**config.mk**
```make
export PLATFORM = sky130hd
export DESIGN_NAME = asc_sequencer
export DESIGN_NICKNAME = d
export VERILOG_FILES = /design/src/common/asc_pkg.sv /design/src/verilog/asc_rate_div.sv /design/src/verilog/asc_sequencer.sv
export SDC_FILE = /design/constraint.sdc
export NUM_CORES = 1
export LEC_CHECK = 0
export ABC_AREA = 1
export BUFFER_PORTS_ARGS = -buffer_cell sky130_fd_sc_hd__clkbuf_2
export CAP_MARGIN = 0
export CORE_ASPECT_RATIO = 1.2
export CORE_MARGIN = 5
export CORE_UTILIZATION = 60
export DETAILED_ROUTE_END_ITERATION = 6
export HOLD_SLACK_MARGIN = 0.08
export PLACE_DENSITY = 0.88
export SYNTH_ARGS = -nofsm -noshare
export SYNTH_HDL_FRONTEND = slang
export SYNTH_SLANG_ARGS = --single-unit
```
**constraint.sdc**
```tcl
create_clock -name clk_i -period 6.4 [get_ports clk_i]
set_clock_uncertainty 0.15 [all_clocks]
set_input_delay 0.96 -clock clk_i [delete_from_list [all_inputs] [get_ports clk_i]]
set_output_delay 0.96 -clock clk_i [all_outputs]
set_load 0.02 [all_outputs]
```
**src/common/asc_pkg.sv**
```systemverilog
/*
  Constants for the conversion sequencer and start controller: register
  offsets, field positions, reset values and sequencing modes.
  Assumes a 200 MHz sequencer base clock and a byte-addressed register bus.
*/
package asc_pkg;

  localparam int unsigned BASE_CLK_HZ = 200_000_000;
  localparam int ADR_W = 8;
  localparam int FAF_W = 12;
  localparam int CNT_W = 16;

  localparam logic [7:0] OFS_RESET = 8'h00;
  localparam logic [7:0] OFS_DAC = 8'h04;
  localparam logic [7:0] OFS_BASE = 8'h0C;
  localparam logic [7:0] OFS_SDIV = 8'h10;
  localparam logic [7:0] OFS_CDIV = 8'h14;
  localparam logic [7:0] OFS_GLO = 8'h18;
  localparam logic [7:0] OFS_GHI = 8'h1C;
  localparam logic [7:0] OFS_FAF = 8'h20;
  localparam logic [7:0] OFS_FCNT = 8'h28;
  localparam logic [7:0] OFS_FDATA = 8'h30;
  localparam logic [7:0] OFS_CTRL0 = 8'h38;
  localparam logic [7:0] OFS_CTRL1 = 8'h3C;
  localparam logic [7:0] OFS_IRQ = 8'h40;
  localparam logic [7:0] OFS_DVAL = 8'h44;
  localparam logic [7:0] OFS_DCFG = 8'h48;
  localparam logic [7:0] OFS_REV = 8'h68;

  localparam logic [7:0] RESET_CMD = 8'hFF;

  // Converter control fields
  localparam int F_LAST_LSB = 0;
  localparam int F_GAIN_LSB = 4;
  localparam int F_MODE_LSB = 8;
  localparam int F_START = 16;
  localparam int F_SCAN = 18;
  // Interrupt register fields
  localparam int F_IRQ_FLAG = 0;
  localparam int F_IRQ_EN = 8;
  // Digital line configuration fields
  localparam int F_TRIG_EN = 0;
  localparam int F_XSTART_EN = 1;
  localparam int F_EDGE_FALL = 2;

  localparam logic [31:0] RST_WORD = 32'h0000_0000;

  typedef enum logic [1:0] {
    ASC_SEQ_SINGLE = 2'b00,
    ASC_SEQ_MODIFY = 2'b01,
    ASC_SEQ_ADV = 2'b10,
    ASC_SEQ_BASIC = 2'b11
  } asc_seq_t;

endpackage

```
**src/verilog/asc_rate_div.sv**
```systemverilog
/*
  Programmable rate divider: one-cycle tick every div_i cycles.
  Assumes clr_i is held while the rate is not wanted; div_i of 0 or 1
  ticks every cycle.
*/
`timescale 1ns/1ps
`default_nettype none
module asc_rate_div
  import asc_pkg::*;
#(
  parameter int W = 32
)
(
  input wire logic clk_i,
  input wire logic rst_n_i,
  input wire logic clr_i,
  input wire logic [W-1:0] div_i,
  output logic tick_o
);

  typedef struct packed {
    logic [W-1:0] cnt;
  } asc_div_st_t;

  asc_div_st_t s_ff;
  asc_div_st_t nxt_s;

  // Refuse widths too narrow for the compare against div_i minus one
  if (W < 2)
  begin
    $error("asc_rate_div: W must be at least 2");
  end

  assign tick_o = !clr_i && ((div_i <= W'(1)) || (s_ff.cnt >= div_i - W'(1)));

  always_comb
  begin
    nxt_s = s_ff;
    if (clr_i || tick_o)
      nxt_s.cnt = '0;
    else
      nxt_s.cnt = s_ff.cnt + W'(1);
  end

  always_ff @(posedge clk_i or negedge rst_n_i)
  begin
    if (!rst_n_i)
      s_ff <= '0;
    else
      s_ff <= nxt_s;
  end

endmodule
`default_nettype wire

```
**src/verilog/asc_sequencer.sv**
```systemverilog
/*
  Conversion sequencer and start controller with a classic Wishbone slave.
  Drives start, channel and gain to two multiplexed converters; the sample
  FIFO itself lives outside and reports its fill count here.
  Assumes one 200 MHz clock; the trigger line is asynchronous.

*/
`timescale 1ns/1ps
`default_nettype none
module asc_sequencer
  import asc_pkg::*;
#(
  parameter logic [31:0] REV_CODE = 32'h0000_0001 // Arbitrary value
)
(
  input wire logic clk_i,
  input wire logic rst_n_i,
  input wire logic wb_cyc_i,
  input wire logic wb_stb_i,
  input wire logic wb_we_i,
  input wire logic [ADR_W-1:0] wb_adr_i,
  input wire logic [3:0] wb_sel_i,
  input wire logic [31:0] wb_dat_i,
  output logic [31:0] wb_dat_o,
  output logic wb_ack_o,
  input wire logic trig_line_i,
  input wire logic [CNT_W-1:0] fifo_count_i,
  input wire logic [31:0] fifo_data_i,
  output logic fifo_rd_o,
  output logic irq_o,
  output logic conv_start_o,
  output logic [2:0] conv_chan0_o,
  output logic [2:0] conv_chan1_o,
  output logic [2:0] conv_gain0_o,
  output logic [2:0] conv_gain1_o,
  output logic [31:0] dac_cmd_o,
  output logic dac_cmd_stb_o,
  output logic [1:0] dio_out_o,
  output logic board_rst_o
);

  typedef struct packed {
    logic ack;
    logic [31:0] rdata;
    logic [31:0] start_div;
    logic [31:0] scan_div;
    logic [31:0] gain_lo;
    logic [31:0] gain_hi;
    logic [FAF_W-1:0] faf;
    logic [31:0] ctrl0;
    logic [31:0] ctrl1;
    logic irq_en;
    logic irq_flag;
    logic [31:0] dac_cmd;
    logic dac_stb;
    logic [1:0] dio_val;
    logic [2:0] dio_cfg;
    logic [2:0] sync;
    logic line_st;
    logic running;
    logic armed;
    logic scanning;
    logic [2:0] chan;
    logic conv_stb;
    logic [2:0] conv_ch0;
    logic [2:0] conv_ch1;
    logic [2:0] conv_g0;
    logic [2:0] conv_g1;
    logic fifo_rd;
    logic brst;
  } asc_main_st_t;

  asc_main_st_t s_ff;
  asc_main_st_t nxt_s;

  logic start_tick;
  logic scan_tick;
  logic start_clr;
  logic scan_clr;

  logic bus_req;
  logic wr;
  logic full;
  logic edge_seen;
  logic ev;
  logic go0;
  logic go1;
  logic restart;
  logic conv;
  logic scan_eff;
  logic sdiv_nz;
  logic [31:0] cfg0;
  logic [31:0] cfg1;
  logic reached;
  logic [2:0] last;
  logic [2:0] ch;
  asc_seq_t mode0;
  asc_seq_t mode1;
  asc_seq_t wmode;

  // Periodic starts only count while running, so each run starts a full period
  assign start_clr = !s_ff.running;
  assign scan_clr = !s_ff.scanning;

  asc_rate_div #(
    .W(32)
  ) u_start_div (
    .clk_i(clk_i),
    .rst_n_i(rst_n_i),
    .clr_i(start_clr),
    .div_i(s_ff.start_div),
    .tick_o(start_tick)
  );

  asc_rate_div #(
    .W(32)
  ) u_scan_div (
    .clk_i(clk_i),
    .rst_n_i(rst_n_i),
    .clr_i(scan_clr),
    .div_i(s_ff.scan_div),
    .tick_o(scan_tick)
  );

  always_comb
  begin
    nxt_s = s_ff;
    nxt_s.ack = 1'b0;
    nxt_s.conv_stb = 1'b0;
    nxt_s.dac_stb = 1'b0;
    nxt_s.fifo_rd = 1'b0;
    nxt_s.brst = 1'b0;

    bus_req = wb_cyc_i && wb_stb_i && !s_ff.ack;
    wr = bus_req && wb_we_i;
    full = (wb_sel_i == 4'hF);
    wmode = asc_seq_t'(wb_dat_i[F_MODE_LSB +: 2]);
    // A go write must act on the settings it carries, not the old ones
    cfg0 = (wr && full && wb_adr_i == OFS_CTRL0) ? wb_dat_i : s_ff.ctrl0;
    cfg1 = (wr && full && wb_adr_i == OFS_CTRL1) ? wb_dat_i : s_ff.ctrl1;
    mode0 = asc_seq_t'(cfg0[F_MODE_LSB +: 2]);
    mode1 = asc_seq_t'(cfg1[F_MODE_LSB +: 2]);
    last = cfg0[F_LAST_LSB +: 3];
    sdiv_nz = (s_ff.start_div != RST_WORD);
    scan_eff = cfg0[F_SCAN] && (mode0 != ASC_SEQ_SINGLE)
      && (last != 3'h0);
    reached = (fifo_count_i >= {{(CNT_W-FAF_W){1'b0}}, s_ff.faf});

    // Trigger line: a level counts once the 2nd and 3rd stages agree
    nxt_s.sync = {s_ff.sync[1:0], trig_line_i};
    if (s_ff.sync[1] == s_ff.sync[2])
      nxt_s.line_st = s_ff.sync[2];
    edge_seen = (nxt_s.line_st != s_ff.line_st)
      && (nxt_s.line_st == !s_ff.dio_cfg[F_EDGE_FALL]);

    // Bus answer: one cycle after the request, zero on unmapped reads
    if (bus_req)
    begin
      nxt_s.ack = 1'b1;
      unique case (wb_adr_i)
        OFS_BASE: nxt_s.rdata = BASE_CLK_HZ;
        OFS_SDIV: nxt_s.rdata = s_ff.start_div;
        OFS_CDIV: nxt_s.rdata = s_ff.scan_div;
        OFS_GLO: nxt_s.rdata = s_ff.gain_lo;
        OFS_GHI: nxt_s.rdata = s_ff.gain_hi;
        OFS_FAF: nxt_s.rdata = {20'h0_0000, s_ff.faf};
        OFS_FCNT: nxt_s.rdata = {16'h0000, fifo_count_i};
        OFS_FDATA: nxt_s.rdata = fifo_data_i;
        OFS_CTRL0: nxt_s.rdata = s_ff.ctrl0;
        OFS_CTRL1: nxt_s.rdata = s_ff.ctrl1;
        OFS_IRQ: nxt_s.rdata = {23'h00_0000, s_ff.irq_en,
          7'h00, s_ff.irq_flag};
        OFS_DVAL: nxt_s.rdata = {30'h0000_0000, s_ff.dio_val};
        OFS_DCFG: nxt_s.rdata = {29'h0000_0000, s_ff.dio_cfg};
        OFS_REV: nxt_s.rdata = REV_CODE;
        default: nxt_s.rdata = RST_WORD;
      endcase
      if (wb_we_i)
        nxt_s.rdata = RST_WORD;
      // Popping on a read lets the FIFO present the next word afterwards
      if (!wb_we_i && wb_adr_i == OFS_FDATA)
        nxt_s.fifo_rd = 1'b1;
    end

    go0 = wr && full && (wb_adr_i == OFS_CTRL0) && wb_dat_i[F_START];
    go1 = wr && full && (wb_adr_i == OFS_CTRL1) && wb_dat_i[F_START];

    if (wr && full)
    begin
      unique case (wb_adr_i)
        OFS_DAC:
        begin
          nxt_s.dac_cmd = wb_dat_i;
          nxt_s.dac_stb = 1'b1;
        end
        OFS_SDIV: nxt_s.start_div = wb_dat_i;
        OFS_CDIV: nxt_s.scan_div = wb_dat_i;
        OFS_GLO: nxt_s.gain_lo = wb_dat_i;
        OFS_GHI: nxt_s.gain_hi = wb_dat_i;
        OFS_FAF: nxt_s.faf = wb_dat_i[FAF_W-1:0];
        OFS_CTRL0: nxt_s.ctrl0 = wb_dat_i;
        OFS_CTRL1: nxt_s.ctrl1 = wb_dat_i;
        OFS_IRQ:
        begin
          if (wb_dat_i[F_IRQ_FLAG])
            nxt_s.irq_flag = 1'b0;
          nxt_s.irq_en = wb_dat_i[F_IRQ_EN];
        end
        OFS_DVAL: nxt_s.dio_val = wb_dat_i[1:0];
        OFS_DCFG: nxt_s.dio_cfg = wb_dat_i[2:0];
        default: nxt_s.rdata = nxt_s.rdata;
      endcase
    end

    // A flag raised in the clearing cycle survives
    if (reached)
      nxt_s.irq_flag = 1'b1;

    // Start sources
    ev = 1'b0;
    if ((go0 || go1) && !sdiv_nz)
      ev = 1'b1;
    if (go0 && sdiv_nz)
    begin
      if (s_ff.dio_cfg[F_TRIG_EN])
      begin
        nxt_s.armed = 1'b1;
        nxt_s.running = 1'b0;
      end
      else
      begin
        nxt_s.running = 1'b1;
        nxt_s.armed = 1'b0;
        ev = 1'b1;
      end
    end
    if (wr && full && wb_adr_i == OFS_CTRL0 && !wb_dat_i[F_START])
    begin
      nxt_s.running = 1'b0;
      nxt_s.armed = 1'b0;
    end
    if (s_ff.armed && edge_seen && s_ff.dio_cfg[F_TRIG_EN] && sdiv_nz)
    begin
      nxt_s.armed = 1'b0;
      nxt_s.running = 1'b1;
      ev = 1'b1;
    end
    if (s_ff.running && start_tick)
      ev = 1'b1;
    if (s_ff.dio_cfg[F_XSTART_EN] && edge_seen)
      ev = 1'b1;

    // Mode 01 leaves the walk where it is so settings can change mid-run
    restart = (go0 || go1) && (wmode != ASC_SEQ_MODIFY);
    if (restart)
      nxt_s.scanning = 1'b0;
    ch = restart ? 3'h0 : s_ff.chan;

    conv = 1'b0;
    if (s_ff.scanning && !restart)
    begin
      conv = scan_tick;
    end
    else if (ev)
    begin
      conv = 1'b1;
      if (scan_eff)
      begin
        nxt_s.scanning = 1'b1;
        ch = 3'h0;
      end
    end

    nxt_s.chan = ch;
    if (conv)
    begin
      nxt_s.conv_stb = 1'b1;
      if (ch >= last)
      begin
        nxt_s.chan = 3'h0;
        nxt_s.scanning = 1'b0;
      end
      else
        nxt_s.chan = ch + 3'h1;
      // Mode 00 pins the channel to the selected one
      nxt_s.conv_ch0 = (mode0 == ASC_SEQ_SINGLE) ? last : ch;
      nxt_s.conv_ch1 = (mode1 == ASC_SEQ_SINGLE)
        ? cfg1[F_LAST_LSB +: 3] : ch;
      nxt_s.conv_g0 = (mode0 == ASC_SEQ_ADV)
        ? s_ff.gain_lo[{ch, 2'b00} +: 3]
        : cfg0[F_GAIN_LSB +: 3];
      nxt_s.conv_g1 = (mode1 == ASC_SEQ_ADV)
        ? s_ff.gain_hi[{ch, 2'b00} +: 3]
        : cfg1[F_GAIN_LSB +: 3];
    end

    // Board reset: every register but the trigger synchroniser back to power-up, the answer still given
    if (wr && wb_sel_i[0] && wb_adr_i == OFS_RESET
      && wb_dat_i[7:0] == RESET_CMD)
    begin
      nxt_s = '0;
      nxt_s.ack = 1'b1;
      nxt_s.brst = 1'b1;
      nxt_s.sync = {s_ff.sync[1:0], trig_line_i};
      nxt_s.line_st = s_ff.line_st;
    end
  end

  always_ff @(posedge clk_i or negedge rst_n_i)
  begin
    if (!rst_n_i)
      s_ff <= '0;
    else
      s_ff <= nxt_s;
  end

  assign wb_ack_o = s_ff.ack;
  assign wb_dat_o = s_ff.rdata;
  assign fifo_rd_o = s_ff.fifo_rd;
  assign irq_o = s_ff.irq_flag && s_ff.irq_en;
  assign conv_start_o = s_ff.conv_stb;
  assign conv_chan0_o = s_ff.conv_ch0;
  assign conv_chan1_o = s_ff.conv_ch1;
  assign conv_gain0_o = s_ff.conv_g0;
  assign conv_gain1_o = s_ff.conv_g1;
  assign dac_cmd_o = s_ff.dac_cmd;
  assign dac_cmd_stb_o = s_ff.dac_stb;
  assign dio_out_o = s_ff.dio_val;
  assign board_rst_o = s_ff.brst;

endmodule
`default_nettype wire

```
* Yosys cells after proc, flatten, opt, wreduce, memory -nomap -nowiden *
Index checks and enable logic that the tools add are counted.

storage, ports and cells
  logic and storage cells = 194
  register bits = 366
  input port bits = 98
  output and inout bits = 84

operators by class
  shifts and indexed selects = 2
  order comparisons = 6
  reductions and logical operators = 76
  add/subtract/negate cells = 5
  multiplexer cells = 52
  equality and inequality tests = 23

operator list
  kind                                                  count
  case mux 32 bit (14 select lines)                     1
  2-to-1 mux 302 bit                                    1
  2-to-1 mux 32 bit                                     9
  2-to-1 mux 244 bit                                    1
  2-to-1 mux 33 bit                                     2
  adder 32 x 1 -> 32 bit, second input constant         2
  greater-or-equal comparator 32 bit                    2
  <= comparator 32 x 1 -> 1 bit, second input constant  2
  indexed part select 32 x 6 -> 3 bit                   2
  subtractor 32 x 1 -> 32 bit, second input constant    2
  equality test 8 x 6 -> 1 bit, second input constant   5
  equality test 8 x 5 -> 1 bit, second input constant   4
  equality test 8 x 7 -> 1 bit, second input constant   4
  nonzero test 32 bit                                   1
  2-to-1 mux 3 bit                                      10
  logical AND 1 bit                                     28
  nonzero test 2 bit                                    14
  AND reduction 2 bit                                   11
  2-to-1 mux 19 bit                                     1
  2-to-1 mux 1 bit                                      18
  2-to-1 mux 17 bit                                     1
  greater-or-equal comparator 16 x 12 -> 1 bit          1
  2-to-1 mux 12 bit                                     1
  2-to-1 mux 2 bit                                      6
  18 further kinds                                      35

* Longest topological paths before layout *
  depth in word-level cells = 20
  depth in mapped cells = 34
  depth with buffers taken out = 33

* Modules after synthesis *
A second synthesis with hierarchy kept.

second synthesis, totals
  cell total of the unflattened synthesis = 2688
  area, all modules = 21707.1 sq um

modules (own cells, without submodules)
  module                       seq. area each (sq um)  cells each  area each (sq um)  instances
  asc_sequencer                7557.2                  1716        14915.6            1
  asc_rate_div at u_start_div  800.8                   494         3403.3             1
  asc_rate_div at u_scan_div   800.8                   478         3388.2             1

* Worst setup path after synthesis *
Ideal clock, no wire load.

  kind = reg2reg
  start point = register s_ff[237] in the netlist's numbering
  end point = register s_ff[17] in the netlist's numbering
  data arrival time = 4.310 ns
  cell stages (with the launch flop) = 34
  period minus slack after synthesis = 4.537 ns
  path buffers = 0
  library setup time = 0.077 ns
  slack = 1.863 ns
  required time = 6.173 ns
  cells stage by stage = dfrtp_1 -> inv_1 -> nand3_1 -> nor3_2 -> inv_1 -> nor2_2 -> nand2_1 -> nor2_1 -> nand2_1 -> nor3_2 -> nand2_1 -> nor2_1 -> nand3_1 -> nor3_2 -> xor2_1 -> ha_1 -> nand2_1 -> nor2_1 -> and2_1 -> nand2_1 -> nand3_1 -> nor2_1 -> nand2_1 -> nand2_1 -> nand2_4 -> nand2_8 -> nand3_2 -> inv_2 -> ha_1 -> a21oi_1 -> o21ai_0 -> a31oi_1 -> nand2_1 -> a21oi_1

RTL lines
  element                   RTL line              text
  start: declaration        asc_sequencer.sv:73   asc_main_st_t s_ff;
  start signal: assignment  asc_sequencer.sv:314  s_ff <= nxt_s;

==> reports/metrics.yaml <==
routed_via_density: 6.41
powerDensity_mw_per_mm2: 220
synth_seq_cells: 366
hold_viol_final: 0
setup_slack_ns: 0.475
cts_resized: 0
io_pins: 182
netlist-cell-type-count: 56
die_h_um: 214
slowest_delay_ns: 0.71
syn-cell-area_sq_mm: 0.0208
violations: "design-rule violations"
yosysWarnings: 0
clockBufferDepth: 3
crit_arrival_ns: 6.21
final_cell_count_no_fill: 3087
ys_seq_area_frac: 0.441
tns_ns: 0
setup_viol: 0
grt_pass1_vias: 19300
utilization: 0.670
grt_use_total: 0.358
netlist.area_leader.share: 0.441
path_class: "register to register"
postCtsHoldBufs: 0
power_leakage_nw: 11.2
synth.largest_area_cell: "dfrtp_1"
r2r_end: "s_ff[16]$_DFF_PN0_"
clock.fmax_mhz: 169
dr.pass1.iters: 7
rsz0062_at_grt: "false"
fillCellCount: 2751
layout.nets: 2784
synth_edf_count: 0
crit_fanout: 13
status: "complete, but fails checks"
fin_crit_sh: 0.926
grt-ovfl-total: 0
worst_pin_slew_ns: 1.24
crit_path_start_kind: "register"
place.gp.congestion: 1.04
hpwl_mm: 51.9
synthCells: 2528
cts_buffers: 38
ctsRootBufferMaster: "clkbuf_16"
reg2reg_setup_slack_ns: 0.47
antenna_found_initial: 2
drtIter0Drc: 2627
final_layout_size_suffix_gt1_frac: 0.127
die_area_sq_mm: 0.0384
dpl.cell_count: 3016
synth.net_count: 2712
remaining_drc_errors: 13
crit_required_ns: 6.68
crit_start: "s_ff[206]$_DFFE_PN0P_"
peakVddDrop_mv: 0.191
finalCriticalPeriod_ns: 5.93
grt_max_degree: 163
post_cts_buffers: 0
detail-route-antenna-nets: 0
slew_viol_final: 0
cp-endpoint: "s_ff[16]$_DFF_PN0_"
clock_sinks: 366
htreeDepth: 2
synthTopCellsByArea: "dfrtp_1, nand2_1, inv_1"
ys_async_sr_fraction: 1.00
start_util: 0.609
placed_area_sq_mm: 0.0215
hold_ws_ns: 0.180
path_clk_slew_ns: 0.07
maxSlewHeadroom: 0.167
post-place-ws_ns: 0.823
areaGrowthSynthToFinish_pct: 9.97
vias: 19800
io_buffers: 181
routed_wl_mm: 71.0
core_region_area_sq_mm: 0.0341
cts_tree: "built"
insertion_delay_ns: 0.55
final_cell_area_sq_mm: 0.0228
die_w_um: 180
syn_avg_cell_area_sq_um: 8.21
r2r-start: "s_ff[206]$_DFFE_PN0P_"
grt_pass1_wl_mm: 108
worstSetupEndpointType: "register"
hold_path_class: "input pin to async pin"
crit_chain: "inv_1 > ha_1 > nand2_1 > nor3_1 > inv_1 > nor4_1 > nand4_1 > nor3_1 > a21oi_1 > a21oi_1 > ha_1 > nand2_1 > inv_1 > a221oi_1 > nand3_1 > a21oi_1 > nand4_1 > nand2_1 > inv_1 > nor2_1 > inv_1 > o21ai_0"
rows: 74
finalPower_mw: 5.03
maxCapViolations: 0
reg2regPathDepth: 22
synth-main-ff-cell: "dfrtp_1"
crit_slowest_cell: "nor2_1"
path_common_cell: "inv_1"
wl_per_cell_um: 23.0
## synthesized netlist by cell type (all sizes together) (35+ instances only)
library cell	count
nand2	437
dfrtp	366
inv	294
nor2	225
o21ai	210
nand3	201
o22ai	148
buf	95
ha	86
clkbuf	82
a21oi	81
xor2	68
nor3	44
a221oi	36
nand4	35
## worst max-delay path, delay by kind of cell, from the launching register on
kind            cells  cell delay (ns)
compound gates      5             1.00
fa+ha+maj           2             0.49
buf+inv             5             0.70
flops               1             0.38
simple gates       10             3.07
## worst min-delay path by stage
stage                                    end  slack [ns]  depth (start not counted)
3_3_place_gp              s_ff[23]$_DFF_PN0_        0.18                          0
4_1_cts        u_scan_div.s_ff[20]$_DFF_PN0_        0.21                          1
6_report       u_scan_div.s_ff[22]$_DFF_PN0_        0.18                          1
3_5_place_dp              s_ff[23]$_DFF_PN0_        0.20                          0
2_1_floorplan             s_ff[23]$_DFF_PN0_        0.18                          0
5_1_grt                   s_ff[23]$_DFF_PN0_        0.22                          0
## placed cells by master (no fill, tap or decap), types with 36 or more instances in the layout
cell	count
nand2_1	426
dfrtp_1	366
inv_1	287
nor2_1	204
nand3_1	196
o21ai_0	191
clkbuf_2	180
o22ai_1	148
ha_1	86
a21oi_1	80
xor2_1	68
clkbuf_16	39
nor3_1	36
a221oi_1	36
## kinds of logic after synthesis
| logic type | after synthesis | share of synthesized area |
|---|---|---|
| simple gates | 977 | 0.211 |
| compound gates | 537 | 0.156 |
| fa+ha+maj | 86 | 0.0519 |
| xor+xnor | 85 | 0.0359 |
| buf+inv | 477 | 0.103 |
| flops | 366 | 0.441 |
## per-layer routing
metal  routed length [um]  track usage  up-vias
li1                     -            -     8655
met1                25000        0.431     9392
met2                32300        0.575     1374
met3                 7630       0.0870      371
met4                 6030        0.244        2
met5                   18            0        -
## cell type report
| class | instances | area [sq um] | area share |
|---|---|---|---|
| Antenna cell | 2 | 5.00 | 0.000219 |
| Clock buffer | 51 | 1100 | 0.0482 |
| Clock inverter | 18 | 249 | 0.0109 |
| Inverter | 300 | 1130 | 0.0493 |
| Multi-Input combinational cell | 1685 | 9470 | 0.415 |
| Sequential cell | 366 | 9160 | 0.401 |
| Tap cell | 456 | 571 | 0.0250 |
| Timing Repair Buffer | 209 | 1140 | 0.0499 |
## state kept, by name, summed over array words and instances (netlist names)
signal,count
s_ff,219
dac_cmd_o,32
u_scan_div.s_ff,32
u_start_div.s_ff,32
wb_dat_o,32
conv_chan0_o,3
conv_chan1_o,3
conv_gain0_o,3
conv_gain1_o,3
dio_out_o,2
board_rst_o,1
conv_start_o,1
dac_cmd_stb_o,1
fifo_rd_o,1
wb_ack_o,1
## report_power, final
group	switching [mW]	internal [mW]	total, mW	leakage (nW)
combinational	0.168	0.0787	0.247	6.18
clock	0.966	1.45	2.42	0.668
sequential	0.0260	2.34	2.37	4.38
No activity file was read; power rests on OpenSTA's default activity.
